`config.mk`:
```
export PLATFORM = sky130hd
export DESIGN_NAME = dac_automute_limiter
export DESIGN_NICKNAME = d
export VERILOG_FILES = /design/src/hw/limiter_pkg.sv /design/src/hw/gain_if.sv /design/src/hw/gain_stage.sv /design/src/hw/dac_automute_limiter.sv
export SDC_FILE = /design/constraint.sdc
export NUM_CORES = 2
export LEC_CHECK = 0
export ABC_AREA = 1
export BUFFER_PORTS_ARGS = -buffer_cell sky130_fd_sc_hd__buf_4
export CORE_ASPECT_RATIO = 1.1
export CORE_MARGIN = 3
export CORE_UTILIZATION = 70
export DETAILED_ROUTE_END_ITERATION = 16
export GPL_ROUTABILITY_DRIVEN = 1
export PLACE_DENSITY = 0.93
export SLEW_MARGIN = 20
export SYNTH_ARGS = -nofsm -noshare
export SYNTH_HDL_FRONTEND = slang
export SYNTH_SLANG_ARGS = --single-unit
```
`constraint.sdc`:
```
create_clock -name aclk -period 30.4 [get_ports aclk]
set_clock_uncertainty 0.15 [all_clocks]
set_input_delay 4.56 -clock aclk [delete_from_list [all_inputs] [get_ports aclk]]
set_output_delay 4.56 -clock aclk [all_outputs]
set_load 0.02 [all_outputs]
```
`src/hw/limiter_pkg.sv`:
```
package limiter_pkg;
    // Data path widths
    localparam int SAMPLE_W = 24;
    localparam int ADDR_W = 8;
    localparam int REG_W = 9;
    localparam int MANT_W = 16;
    localparam int ATTEN_W = 20;
    localparam int FRAC_W = 16;

    // Register indices and byte addresses
    localparam logic [ADDR_W-1:0] DAC_CONTROL_IDX = 8'h0a;
    localparam logic [ADDR_W-1:0] LIM_CTL_ONE_IDX = 8'h18;
    localparam logic [ADDR_W-1:0] LIM_CTL_TWO_IDX = 8'h19;
    localparam logic [ADDR_W-1:0] STATUS_IDX = 8'h1a;
    localparam logic [ADDR_W-1:0] DAC_CONTROL_ADDR = 8'(DAC_CONTROL_IDX * 4);
    localparam logic [ADDR_W-1:0] LIM_CTL_ONE_ADDR = 8'(LIM_CTL_ONE_IDX * 4);
    localparam logic [ADDR_W-1:0] LIM_CTL_TWO_ADDR = 8'(LIM_CTL_TWO_IDX * 4);
    localparam logic [ADDR_W-1:0] STATUS_ADDR = 8'(STATUS_IDX * 4);

    // Reset values
    localparam logic [REG_W-1:0] DAC_CONTROL_RST = 9'h000;
    localparam logic [REG_W-1:0] LIM_CTL_ONE_RST = 9'h032;
    localparam logic [REG_W-1:0] LIM_CTL_TWO_RST = 9'h000;

    // Field positions
    localparam int ZERO_MUTE_EN_BIT = 2;
    localparam int LIM_EN_BIT = 8;
    localparam int ATK_LSB = 0;
    localparam int DCY_LSB = 4;
    localparam int BOOST_LSB = 0;
    localparam int LVL_LSB = 4;
    localparam int STAT_MUTE_BIT = 0;
    localparam int STAT_LIMIT_BIT = 1;
    localparam int STAT_ATTEN_LSB = 8;

    // Field limits
    localparam logic [3:0] RATE_CODE_MAX = 4'h0b;
    localparam logic [3:0] BOOST_CODE_MAX = 4'h0c;
    localparam logic [2:0] LVL_CODE_MAX = 3'h5;
    localparam logic [10:0] ZERO_RUN_LEN = 11'h400;

    // Rate times per 6 dB, referred to the 44.1 kHz sample rate
    localparam longint ATK_TIME_NS = 94000;
    localparam longint DCY_TIME_NS = 750000;
    localparam longint REF_RATE_HZ = 44100;
    localparam longint GAIN_UNIT = 65536;
    localparam logic [ATTEN_W-1:0] ATK_STEP0 =
        20'((GAIN_UNIT * 1_000_000_000) / (ATK_TIME_NS * REF_RATE_HZ));
    localparam logic [ATTEN_W-1:0] DCY_STEP0 =
        20'((GAIN_UNIT * 1_000_000_000) / (DCY_TIME_NS * REF_RATE_HZ));

    // Gain scaling: one gain unit is one 6 dB doubling
    localparam logic [15:0] BOOST_DB_STEP = 16'h2a85;
    localparam logic [ATTEN_W-1:0] ATTEN_MAX = 20'h8_0000;
    localparam logic signed [5:0] MANT_SHIFT = 6'sh0f;
    localparam logic [MANT_W-1:0] MANT_LUT [16] = '{
        16'h8000, 16'h85ab, 16'h8b96, 16'h91c4, 16'h9838, 16'h9ef5, 16'ha5ff, 16'had58,
        16'hb505, 16'hbd09, 16'hc567, 16'hce25, 16'hd745, 16'he0cd, 16'heac1, 16'hf525};

    // Magnitudes at -0.5 dB .. -6.5 dB of full scale, 1 dB apart
    localparam logic [SAMPLE_W-1:0] THRESH_LUT [7] = '{
        24'h78_d703, 24'h6b_b33e, 24'h5f_fc6c, 24'h55_8c2f,
        24'h4c_3ea5, 24'h43_f412, 24'h3c_9011};

    // AXI responses
    localparam logic [1:0] RESP_OKAY = 2'h0;
    localparam logic [1:0] RESP_SLVERR = 2'h2;
endpackage

```
`src/hw/gain_if.sv`:
```
`timescale 1ns/1ps
`default_nettype none
interface gain_if #(parameter int W = 24);
    logic signed [W-1:0] sample;
    logic valid;
    logic [15:0] mant;
    logic signed [4:0] expo;
    logic signed [W-1:0] res;
    logic res_valid;

    modport src (output sample, valid, mant, expo, input res, res_valid);
    modport dst (input sample, valid, mant, expo, output res, res_valid);
endinterface
`default_nettype wire

```
`src/hw/gain_stage.sv`:
```
`timescale 1ns/1ps
`default_nettype none
module gain_stage #(
    parameter int W = 24
) (
    input wire logic aclk,
    input wire logic aresetn,
    gain_if.dst g
);
    localparam logic signed [W+16:0] POS_MAX = (W+17)'((64'sd1 <<< (W-1)) - 64'sd1);
    localparam logic signed [W+16:0] NEG_MAX = -POS_MAX - (W+17)'(1);

    logic signed [W+16:0] prod;
    logic signed [W+16:0] shifted;
    logic signed [5:0] sh_s;
    logic [4:0] sh;
    logic over_pos;
    logic over_neg;

    // Factor is mant * 2^expo / 2^15; shift range stays within 14..23
    assign prod = g.sample * $signed({1'b0, g.mant});
    assign sh_s = limiter_pkg::MANT_SHIFT - 6'(g.expo);
    assign sh = sh_s[4:0];
    assign shifted = prod >>> sh;
    assign over_pos = shifted > POS_MAX;
    assign over_neg = shifted < NEG_MAX;

    // Saturate rather than wrap; boost can push peaks past full scale
    always_ff @(posedge aclk) begin
        if (!aresetn) begin
            g.res <= '0;
            g.res_valid <= 1'b0;
        end else begin
            g.res_valid <= g.valid;
            if (g.valid) begin
                g.res <= over_pos ? POS_MAX[W-1:0] : over_neg ? NEG_MAX[W-1:0] : shifted[W-1:0];
            end
        end
    end
endmodule // gain_stage
`default_nettype wire

```
`src/hw/dac_automute_limiter.sv`:
```
`timescale 1ns/1ps
`default_nettype none
module dac_automute_limiter (
    input wire logic aclk,
    input wire logic aresetn,
    // AXI4-Lite slave
    input wire logic [limiter_pkg::ADDR_W-1:0] s_axi_awaddr,
    input wire logic s_axi_awvalid,
    output logic s_axi_awready,
    input wire logic [31:0] s_axi_wdata,
    input wire logic [3:0] s_axi_wstrb,
    input wire logic s_axi_wvalid,
    output logic s_axi_wready,
    output logic [1:0] s_axi_bresp,
    output logic s_axi_bvalid,
    input wire logic s_axi_bready,
    input wire logic [limiter_pkg::ADDR_W-1:0] s_axi_araddr,
    input wire logic s_axi_arvalid,
    output logic s_axi_arready,
    output logic [31:0] s_axi_rdata,
    output logic [1:0] s_axi_rresp,
    output logic s_axi_rvalid,
    input wire logic s_axi_rready,
    // Sample stream
    input wire logic signed [limiter_pkg::SAMPLE_W-1:0] sample_in,
    input wire logic sample_in_valid,
    output logic signed [limiter_pkg::SAMPLE_W-1:0] sample_out,
    output logic sample_out_valid,
    output logic analog_mute
);
    localparam int W = limiter_pkg::SAMPLE_W;
    localparam int RW = limiter_pkg::REG_W;
    localparam int AW = limiter_pkg::ATTEN_W;

    gain_if #(.W(W)) gif ();

    // Register and state flops, plus the atten_d and zero_run_d next-state values
    logic [RW-1:0] dac_control_q;
    logic [RW-1:0] limiter_control_one_q;
    logic [RW-1:0] limiter_control_two_q;
    logic [AW-1:0] atten_q;
    logic [AW-1:0] atten_d;
    logic limiting_q;
    logic [10:0] zero_run_q;
    logic [10:0] zero_run_d;
    logic mute_q;

    // Bus flops
    logic awready_q;
    logic wready_q;
    logic bvalid_q;
    logic [1:0] bresp_q;
    logic arready_q;
    logic rvalid_q;
    logic [31:0] rdata_q;
    logic [1:0] rresp_q;
    logic aw_have_q;
    logic w_have_q;
    logic [limiter_pkg::ADDR_W-1:0] waddr_q;
    logic [31:0] wdata_q;
    logic [3:0] wstrb_q;

    // Field extraction
    logic zero_run_mute_en;
    logic limiter_en;
    logic [3:0] limiter_attack_sel;
    logic [3:0] limiter_decay_sel;
    logic [2:0] limiter_level_sel;
    logic [3:0] limiter_gain_lift;
    assign zero_run_mute_en = dac_control_q[limiter_pkg::ZERO_MUTE_EN_BIT];
    assign limiter_en = limiter_control_one_q[limiter_pkg::LIM_EN_BIT];
    assign limiter_attack_sel = limiter_control_one_q[limiter_pkg::ATK_LSB +: 4];
    assign limiter_decay_sel = limiter_control_one_q[limiter_pkg::DCY_LSB +: 4];
    assign limiter_level_sel = limiter_control_two_q[limiter_pkg::LVL_LSB +: 3];
    assign limiter_gain_lift = limiter_control_two_q[limiter_pkg::BOOST_LSB +: 4];

    // Rate codes past the table end all act as the slowest entry
    logic [3:0] atk_code;
    logic [3:0] dcy_code;
    logic [AW-1:0] atk_step;
    logic [AW-1:0] dcy_step;
    assign atk_code = (limiter_attack_sel > limiter_pkg::RATE_CODE_MAX) ?
        limiter_pkg::RATE_CODE_MAX : limiter_attack_sel;
    assign dcy_code = (limiter_decay_sel > limiter_pkg::RATE_CODE_MAX) ?
        limiter_pkg::RATE_CODE_MAX : limiter_decay_sel;
    assign atk_step = limiter_pkg::ATK_STEP0 >> atk_code;
    assign dcy_step = limiter_pkg::DCY_STEP0 >> dcy_code;

    // Thresholds half a dB either side of the programmed level
    logic [2:0] lvl_code;
    logic [W-1:0] upper_thr;
    logic [W-1:0] lower_thr;
    assign lvl_code = (limiter_level_sel > limiter_pkg::LVL_CODE_MAX) ?
        limiter_pkg::LVL_CODE_MAX : limiter_level_sel;
    assign upper_thr = limiter_pkg::THRESH_LUT[lvl_code];
    assign lower_thr = limiter_pkg::THRESH_LUT[3'(lvl_code + 3'h1)];

    // Net gain in 6 dB units: boost minus limiter attenuation
    logic [3:0] boost_code;
    logic [AW-1:0] boost_q16;
    logic signed [AW:0] gain_total;
    assign boost_code = (limiter_gain_lift > limiter_pkg::BOOST_CODE_MAX) ?
        limiter_pkg::BOOST_CODE_MAX : limiter_gain_lift;
    assign boost_q16 = AW'(boost_code * limiter_pkg::BOOST_DB_STEP);
    assign gain_total = $signed({1'b0, boost_q16}) - $signed({1'b0, atten_q});

    // Table entry plus a linear step toward the next one
    // The bare 16-entry table misses 1 dB steps by over a third of a dB
    localparam int MF_W = limiter_pkg::FRAC_W - 4;
    logic [3:0] mant_idx;
    logic [MF_W-1:0] mant_frac;
    logic [16:0] mant_lo;
    logic [16:0] mant_hi;
    logic [16+MF_W:0] mant_span;
    logic [16:0] mant_fine;
    assign mant_idx = gain_total[limiter_pkg::FRAC_W-1 -: 4];
    assign mant_frac = gain_total[MF_W-1:0];
    assign mant_lo = {1'b0, limiter_pkg::MANT_LUT[mant_idx]};
    assign mant_hi = (mant_idx == 4'hf) ? 17'h1_0000 :
        {1'b0, limiter_pkg::MANT_LUT[4'(mant_idx + 4'h1)]};
    assign mant_span = (mant_hi - mant_lo) * mant_frac;
    assign mant_fine = mant_lo + 17'(mant_span >> MF_W);

    // Feed the gain stage straight from the input strobe
    assign gif.sample = sample_in;
    assign gif.valid = sample_in_valid;
    assign gif.expo = gain_total[AW:limiter_pkg::FRAC_W];
    assign gif.mant = mant_fine[15:0];

    gain_stage #(.W(W)) u_gain (
        .aclk(aclk),
        .aresetn(aresetn),
        .g(gif)
    );

    // Level detection on the processed sample
    logic [W-1:0] out_mag;
    logic above_upper;
    logic below_lower;
    logic [AW:0] atten_sum;
    assign out_mag = gif.res[W-1] ? W'(-gif.res) : W'(gif.res);
    assign above_upper = out_mag > upper_thr;
    assign below_lower = out_mag < lower_thr;
    assign atten_sum = {1'b0, atten_q} + {1'b0, atk_step};

    // Attack while over, decay while under, hold inside the 1 dB band
    always_comb begin
        atten_d = atten_q;
        if (!limiter_en) begin
            atten_d = '0;
        end else if (gif.res_valid && above_upper) begin
            atten_d = (atten_sum > {1'b0, limiter_pkg::ATTEN_MAX}) ?
                limiter_pkg::ATTEN_MAX : atten_sum[AW-1:0];
        end else if (gif.res_valid && below_lower) begin
            atten_d = (atten_q > dcy_step) ? AW'(atten_q - dcy_step) : '0;
        end
    end

    always_ff @(posedge aclk) begin
        if (!aresetn) begin
            atten_q <= '0;
            limiting_q <= 1'b0;
        end else begin
            atten_q <= atten_d;
            if (gif.res_valid) begin
                limiting_q <= limiter_en && above_upper;
            end
        end
    end

    // Zero-run counter; saturates so a long silence stays muted
    logic in_zero;
    assign in_zero = (sample_in == '0);
    always_comb begin
        zero_run_d = zero_run_q;
        if (sample_in_valid) begin
            if (!in_zero) begin
                zero_run_d = '0;
            end else if (zero_run_q != limiter_pkg::ZERO_RUN_LEN) begin
                zero_run_d = 11'(zero_run_q + 11'h001);
            end
        end
    end

    always_ff @(posedge aclk) begin
        if (!aresetn) begin
            zero_run_q <= '0;
            mute_q <= 1'b0;
        end else begin
            zero_run_q <= zero_run_d;
            // Non-zero sample clears the count, so mute drops the next edge
            mute_q <= zero_run_mute_en && (zero_run_d == limiter_pkg::ZERO_RUN_LEN);
        end
    end

    // Byte-lane merge of a write into a 9-bit register
    function automatic logic [RW-1:0] merge(input logic [RW-1:0] old,
                                            input logic [31:0] data,
                                            input logic [3:0] strb);
        logic [RW-1:0] r;
        r = old;
        if (strb[0]) begin
            r[7:0] = data[7:0];
        end
        if (strb[1]) begin
            r[8] = data[8];
        end
        return r;
    endfunction

    // Write decode; status is read-only, so writes to it fail
    logic do_write;
    logic wr_dac;
    logic wr_one;
    logic wr_two;
    assign do_write = aw_have_q && w_have_q && !bvalid_q;
    assign wr_dac = do_write && (waddr_q == limiter_pkg::DAC_CONTROL_ADDR);
    assign wr_one = do_write && (waddr_q == limiter_pkg::LIM_CTL_ONE_ADDR);
    assign wr_two = do_write && (waddr_q == limiter_pkg::LIM_CTL_TWO_ADDR);

    always_ff @(posedge aclk) begin
        if (!aresetn) begin
            dac_control_q <= limiter_pkg::DAC_CONTROL_RST;
            limiter_control_one_q <= limiter_pkg::LIM_CTL_ONE_RST;
            limiter_control_two_q <= limiter_pkg::LIM_CTL_TWO_RST;
        end else begin
            if (wr_dac) begin
                dac_control_q <= merge(dac_control_q, wdata_q, wstrb_q);
            end
            if (wr_one) begin
                limiter_control_one_q <= merge(limiter_control_one_q, wdata_q, wstrb_q);
            end
            if (wr_two) begin
                limiter_control_two_q <= merge(limiter_control_two_q, wdata_q, wstrb_q);
            end
        end
    end

    // Write channels taken in either order, response once both are in
    always_ff @(posedge aclk) begin
        if (!aresetn) begin
            awready_q <= 1'b1;
            wready_q <= 1'b1;
            aw_have_q <= 1'b0;
            w_have_q <= 1'b0;
            waddr_q <= '0;
            wdata_q <= '0;
            wstrb_q <= '0;
            bvalid_q <= 1'b0;
            bresp_q <= limiter_pkg::RESP_OKAY;
        end else begin
            if (s_axi_awvalid && awready_q) begin
                awready_q <= 1'b0;
                aw_have_q <= 1'b1;
                waddr_q <= s_axi_awaddr;
            end
            if (s_axi_wvalid && wready_q) begin
                wready_q <= 1'b0;
                w_have_q <= 1'b1;
                wdata_q <= s_axi_wdata;
                wstrb_q <= s_axi_wstrb;
            end
            if (do_write) begin
                bvalid_q <= 1'b1;
                bresp_q <= (wr_dac || wr_one || wr_two) ?
                    limiter_pkg::RESP_OKAY : limiter_pkg::RESP_SLVERR;
            end
            if (bvalid_q && s_axi_bready) begin
                bvalid_q <= 1'b0;
                aw_have_q <= 1'b0;
                w_have_q <= 1'b0;
                awready_q <= 1'b1;
                wready_q <= 1'b1;
            end
        end
    end

    // Read decode; status word shows live block state
    logic [31:0] status_word;
    logic [31:0] rd_word;
    logic rd_hit;
    assign status_word = {16'h0000, atten_q[AW-1 -: 8], 6'h00, limiting_q, mute_q};
    assign rd_hit = (s_axi_araddr == limiter_pkg::DAC_CONTROL_ADDR) ||
                    (s_axi_araddr == limiter_pkg::LIM_CTL_ONE_ADDR) ||
                    (s_axi_araddr == limiter_pkg::LIM_CTL_TWO_ADDR) ||
                    (s_axi_araddr == limiter_pkg::STATUS_ADDR);
    assign rd_word =
        (s_axi_araddr == limiter_pkg::DAC_CONTROL_ADDR) ? {23'h00_0000, dac_control_q} :
        (s_axi_araddr == limiter_pkg::LIM_CTL_ONE_ADDR) ? {23'h00_0000, limiter_control_one_q} :
        (s_axi_araddr == limiter_pkg::LIM_CTL_TWO_ADDR) ? {23'h00_0000, limiter_control_two_q} :
        (s_axi_araddr == limiter_pkg::STATUS_ADDR) ? status_word : 32'h0000_0000;

    // One read in flight; arready drops while the data waits
    always_ff @(posedge aclk) begin
        if (!aresetn) begin
            arready_q <= 1'b1;
            rvalid_q <= 1'b0;
            rdata_q <= '0;
            rresp_q <= limiter_pkg::RESP_OKAY;
        end else begin
            if (s_axi_arvalid && arready_q) begin
                arready_q <= 1'b0;
                rvalid_q <= 1'b1;
                rdata_q <= rd_word;
                rresp_q <= rd_hit ? limiter_pkg::RESP_OKAY : limiter_pkg::RESP_SLVERR;
            end
            if (rvalid_q && s_axi_rready) begin
                rvalid_q <= 1'b0;
                arready_q <= 1'b1;
            end
        end
    end

    // Outputs, all flop-driven
    assign s_axi_awready = awready_q;
    assign s_axi_wready = wready_q;
    assign s_axi_bvalid = bvalid_q;
    assign s_axi_bresp = bresp_q;
    assign s_axi_arready = arready_q;
    assign s_axi_rvalid = rvalid_q;
    assign s_axi_rdata = rdata_q;
    assign s_axi_rresp = rresp_q;
    assign sample_out = gif.res;
    assign sample_out_valid = gif.res_valid;
    assign analog_mute = mute_q;
endmodule // dac_automute_limiter
`default_nettype wire

```
# == Word level (Yosys, flattened, before mapping) ==
# Memories as Yosys holds them, arrays and structs flattened.
# Index checks and enable logic that the tools add are counted.
# op_classes
muxes,29
n_lt_le_gt_ge,14
n_bitwise,5
addsub,10
reduce_logical,31
shift,3
mul,3
eq_ne,10
# op_table
cell,count
two-way mux 24 bit,7
two-way mux 16 bit,8
two-way mux 20 bit,4
> comparator 41 x 24 -> 1 bit (second input constant),1
< comparator 41 x 24 -> 1 bit (second input constant),1
multiplier 24 x 17 -> 41 bit,1
>>> shifter 41 x 5 -> 41 bit,1
equality test 8 x 7 -> 1 bit (second input constant),5
two-way mux 11 bit,3
multiplier 18 x 13 -> 28 bit,1
> comparator 24 bit,1
zero test 24 bit,1
< comparator 24 bit,1
negation 24 bit,1
adder 20 x 20 -> 21 bit,1
> comparator 21 x 20 -> 1 bit (second input constant),1
subtractor 18 x 20 -> 21 bit,1
> comparator 20 bit,1
right shift 11 x 4 -> 20 bit (first input constant),1
right shift 14 x 4 -> 20 bit (first input constant),1
subtractor 20 bit,1
multiplier 4 x 14 -> 18 bit (second input constant),1
subtractor 17 x 16 -> 18 bit,1
two-way mux 17 bit,1
25 further kinds,59
# totals
wordCells,134
in_bits,84
regBits,147
mem_bits_ro,896
n_memories,4
# memory_table
memory,depth,width,rd,rd_ports_with_merged_regs,write_ports,line,rtl
(no name shown),16,16,1,0,0,dac_automute_limiter.sv:120,"{1'b0, limiter_pkg::MANT_LUT[4'(mant_idx + 4'h1)]};"
(no name shown),16,16,1,0,0,dac_automute_limiter.sv:118,"assign mant_lo = {1'b0, limiter_pkg::MANT_LUT[mant_idx]};"
(no name shown),8,24,1,0,0,dac_automute_limiter.sv:96,assign lower_thr = limiter_pkg::THRESH_LUT[3'(lvl_code + 3'h1)];
(no name shown),8,24,1,0,0,dac_automute_limiter.sv:95,assign upper_thr = limiter_pkg::THRESH_LUT[lvl_code];

# == Depth between registers and ports, before layout ==
# logic_depth
word_depth,18
ltp_mapped,125

# == Modules after synthesis ==
# Synthesis repeated with hierarchy kept, for this count alone.
# hier_totals
cells_unflattened,5733
area_unflattened_um2,39196.3
# by_module_without_submodules
mod,cells_per_inst,area_per_inst_um2,instances,seq_area_each_um2
dac_automute_limiter,2969,20114.3,1,2082.0
gain_stage,2764,19082.1,1,500.5

# == Worst setup path before layout ==
# No wires, ideal clock.
# synth_path
path_type,register -> register
from,register limiter_control_two_q[3]
to,register u_gain.g.res[6]
synth_period_minus_slack_ns,18.083
slack_ns,12.317
t_required_ns,30.128
setup_ns,0.122
arrival_ns,17.811
stages_incl_launch_ff,114
path_buffers,2
path_cell_list,dfxtp_1 nand2_1 nand2_1 inv_1 fa_1 inv_1 fa_1 inv_1 ha_1 nand2_1 a21oi_1 nand2_1 nand2_2 a21oi_4 o21ai_4 xor2_1 inv_1 ha_1 [78 not listed] inv_1 nor2_2 nand3_2 nand3_2 nand2_4 inv_4 nand2_1 nand3_1 nand3_1 nand2_1 nand2_1 nor2_1 nand2_1 a21oi_1 nand2_1 a21oi_4 buf_6 a21oi_2
# synth_via
elab_chain_cells,18
word_cells_on_any_way,25
# synth_rtl
item,line,rtl
"start, declared",dac_automute_limiter.sv:40,logic [RW-1:0] limiter_control_two_q;
"start signal, assigned",dac_automute_limiter.sv:225,limiter_control_two_q <= limiter_pkg::LIM_CTL_TWO_RST;
"start signal, assigned",dac_automute_limiter.sv:234,"limiter_control_two_q <= merge(limiter_control_two_q, wdata_q, wstrb_q);"
> comparator 4 bit,dac_automute_limiter.sv:102,assign boost_code = (limiter_gain_lift > limiter_pkg::BOOST_CODE_MAX) ?
two-way mux 4 bit (*),dac_automute_limiter.sv:102,
multiplier 4 x 14 -> 18 bit (*),dac_automute_limiter.sv:104,assign boost_q16 = AW'(boost_code * limiter_pkg::BOOST_DB_STEP);
subtractor 18 x 20 -> 21 bit (*),dac_automute_limiter.sv:105,"assign gain_total = $signed({1'b0, boost_q16}) - $signed({1'b0, atten_q});"
adder 4 x 1 -> 4 bit,dac_automute_limiter.sv:120,
inverter 4 -> 5 bit (not written as such),dac_automute_limiter.sv:120,
memory (16 x 16 bit),-,
two-way mux 16 bit (not written as such) (2 in a row),dac_automute_limiter.sv:120,
two-way mux 17 bit,dac_automute_limiter.sv:119,assign mant_hi = (mant_idx == 4'hf) ? 17'h1_0000 :
subtractor 17 x 16 -> 18 bit,dac_automute_limiter.sv:121,assign mant_span = (mant_hi - mant_lo) * mant_frac;
multiplier 18 x 13 -> 28 bit,dac_automute_limiter.sv:121,
adder 16 bit,dac_automute_limiter.sv:122,assign mant_fine = mant_lo + 17'(mant_span >> MF_W);
multiplier 24 x 17 -> 41 bit,gain_stage.sv:21,"assign prod = g.sample * $signed({1'b0, g.mant});"
>>> shifter 41 x 5 -> 41 bit (*),gain_stage.sv:24,assign shifted = prod >>> sh;
< comparator 41 x 24 -> 1 bit,gain_stage.sv:26,assign over_neg = shifted < NEG_MAX;
two-way mux 24 bit,gain_stage.sv:36,g.res <= over_pos ? POS_MAX[W-1:0] : over_neg ? NEG_MAX[W-1:0] : shifted[W-1:0];
two-way mux 24 bit (*),gain_stage.sv:36,
"end signal, assigned",gain_stage.sv:36,
"end, declared",gain_if.sv:12,"modport dst (input sample, valid, mant, expo, output res, res_valid);"
# Mark *: on every way between the ends. The rest lies on a longest branch, timed or not. The select of a mux whose other input is x is not followed.
# A chain may end at the register's enable or synchronous reset.

# == Worst setup path after layout ==
# layout_path
from,register limiter_control_two_q[2]
to,register u_gain.g.res[1]
# Same word-level chain as after synthesis.

==> results_dict.tcl <==
set metrics [dict create \
    die_height_um 250 \
    run_status "finished, final reports clean" \
    final_area_um2 39300 \
    period_minus_slack_ns 23.66 \
    synth_area_leaders "fa_1 (30%), inv_1 (12%), nand2_1 (12%)" \
    areaGrowthSynthToFinish_pct 3.94 \
    antenna_left 0 \
    yosysWarnings 0 \
    ys_seq_area_frac 0.0683 \
    avgSynthCellArea_um2 7.04 \
    drc 0 \
    worstPathRequired_ns 30.51 \
    worstRegToRegCells 113 \
    max_stage_delay_ns 0.79 \
    synth_flop_cell "dfxtp_1" \
    routed_wl_um 106000 \
    setup_violations 0 \
    viasPerCell 5.83 \
    fmax_mhz 42.3 \
    max_cap_viol_count 0 \
    end_kind "flip-flop" \
    portBuffers 107 \
    synth_top_area_frac 0.304 \
    first_pass_iters 7 \
    worstHoldPathType "flip-flop to flip-flop" \
    numCtsBuffers 17 \
    rows 88 \
    drt_iter0_markers 3407 \
    grt_pass1_wl_um 174000 \
    cp_slowest_cell "nand2_1" \
    grt_antenna_before_repair 2 \
    cp_max_fo 25 \
    drive_above_1_share 0.0600 \
    synth_cell_types 76 \
    clkSinkCount 129 \
    cts.path.max_buffers 2 \
    path_buf_inv 14 \
    cts_tree "done" \
    irDropWorstVdd_v 0.0000429 \
    fin_util 0.742 \
    crit_arrival_ns 23.78 \
    syn_inst 5375 \
    nets 6342 \
    wire_per_inst_um 17.4 \
    yosys.area.top_type "fa_1" \
    rsz0062_at_grt "no" \
    postCtsSetupRepairBufs 0 \
    tightest_slew_ns 1.12 \
    gp_congestion 1.00 \
    core_area_um2 53000 \
    clockRootBuffer "clkbuf_16" \
    period_share 0.778 \
    vias 35500 \
    async_flop_share 0 \
    hold_buffers 0 \
    die_area_um2 56900 \
    die_w_um 228 \
    grt_use_total 0.378 \
    grt_max_degree 77 \
    synth_commonest_cells "inv_1 (1230), nand2_1 (1188), fa_1 (575)" \
    cpLargestDelayFamily "adder cells" \
    leakage_nw 21.5 \
    worstHoldPathCells 2 \
    dpl_cell_area_um2 38800 \
    clock_latency_ns 0.43 \
    path_clk_slew_ns 0.06 \
    synth.most_common_cell "inv_1" \
    initial_core_util 0.714 \
    p_per_area_nw_per_um2 20.4 \
    crit_top_cell "nand2_1" \
    hold_viol_final 0 \
    crit_type "flip-flop to flip-flop" \
    cts_resized 0 \
    cts_max_level 4 \
    syn_area_um2 37800 \
    grt_pass1_vias 36400 \
    synth-seq-cells 129 \
    grt_overflow 0 \
    fin_tns_setup_ns 0 \
    slew_viol_final 0 \
    crit_cells 113 \
    start_kind "flip-flop" \
    synth_edf_count 0 \
    max_slew_margin 0.254 \
    dp_hpwl_um 84900 \
    pin_count 151 \
]
[path summary, 6_finish.rpt]
path	slack, ns	endpoint	start
worst min register to register	0.30	limiter_control_two_q[7]	limiter_control_two_q[7]
worst max-delay path	6.74	u_gain.g.res[1]	limiter_control_two_q[2]
worst max register to register	6.74	u_gain.g.res[1]	limiter_control_two_q[2]
worst min-delay path	0.30	limiter_control_two_q[7]	limiter_control_two_q[7]
[flip-flops by register name, indices dropped and copies added, names as in the netlist, 2 cells and up]
register and count:
dac_control_q 9, limiter_control_one_q 9, zero_run_q 11, u_gain.g.res 24
limiter_control_two_q 9, wstrb_q 2, s_axi_rdata 16, waddr_q 8
atten_q 20, wdata_q 9
[per-layer routing]
metal,up-vias,share of wire,global-route usage
li1,16300,-,-
met1,16600,0.36,0.461
met2,1991,0.47,0.622
met3,588,0.096,0.0808
met4,2,0.067,0.215
met5,-,0.000095,0
[power breakdown]
part	internal [mW]	switching [mW]	leakage (nW)
Clock	0.105	0.0876	0.256
Sequential	0.178	0.0124	1.05
Combinational	0.140	0.279	20.2
Total	0.423	0.379	21.5
[logic make-up (layout without fill, tap and decap cells)]
group           after synthesis  count (layout)  share of synthesized area
simple gates               2150            2150                      0.241
buf+inv                    1430            1403                      0.149
fa+ha+maj                   905             905                      0.414
compound gates              642             642                      0.100
flops                       129             129                     0.0683
xor+xnor                    113             113                     0.0271
mux                           5               5                    0.00132
other cells                   1              20                  0.0000991
[through the flow]
stage	total power, mW	instances	worst slack, ns	hold WS [ns]
after floorplan	0.491	5392	12.32	0.274
after global placement	0.585	6054	7.86	0.287
after detailed placement	0.598	6054	7.47	0.293
after CTS	0.788	6085	7.37	0.302
after global routing	0.854	6086	5.29	0.328
final	0.801	6087	6.74	0.305
[layout by cell type, fill, tap and decap left out, types with 6 or more instances in the layout]
cell type,count
nand3_1,282
clkinv_1,8
a211oi_1,9
ha_1,330
or2_1,6
nand2_2,41
o21ai_1,17
or2_2,19
nand2_4,6
nor3_1,42
xor2_1,64
nor2_1,462
conb_1,18
a21oi_1,226
o31ai_1,6
o211ai_1,23
inv_2,12
clkbuf_16,17
a21o_1,7
o21ai_0,219
inv_1,1230
nand4_1,37
nand3_2,16
a21oi_2,43
dfxtp_1,129
nor4_1,17
a31oi_1,23
o21bai_1,10
o22ai_1,6
fa_1,575
o21a_1,11
buf_4,118
xnor2_1,44
o221ai_1,6
nand2_1,1188
a21oi_4,6
[worst reg2reg max path, delay by kind of cell, from the launching register on]
family          cells  cell delay [ns]
simple gates       57             7.36
xor+xnor            3             1.46
compound gates     20             4.10
flops               1             0.69
buf+inv            14             1.63
fa+ha+maj          19             8.17
[layout make-up]
class | instances | area [um2]
diodes | 2 | 5.00
clock buffers | 18 | 429
clock inverters | 13 | 105
fillers | 4016 | 13600
inverters | 1254 | 4720
multi-input cells | 3833 | 29700
flip-flops and latches | 129 | 2580
well taps | 720 | 901
repair buffers | 118 | 886
(Power assumes the default switching activity.)
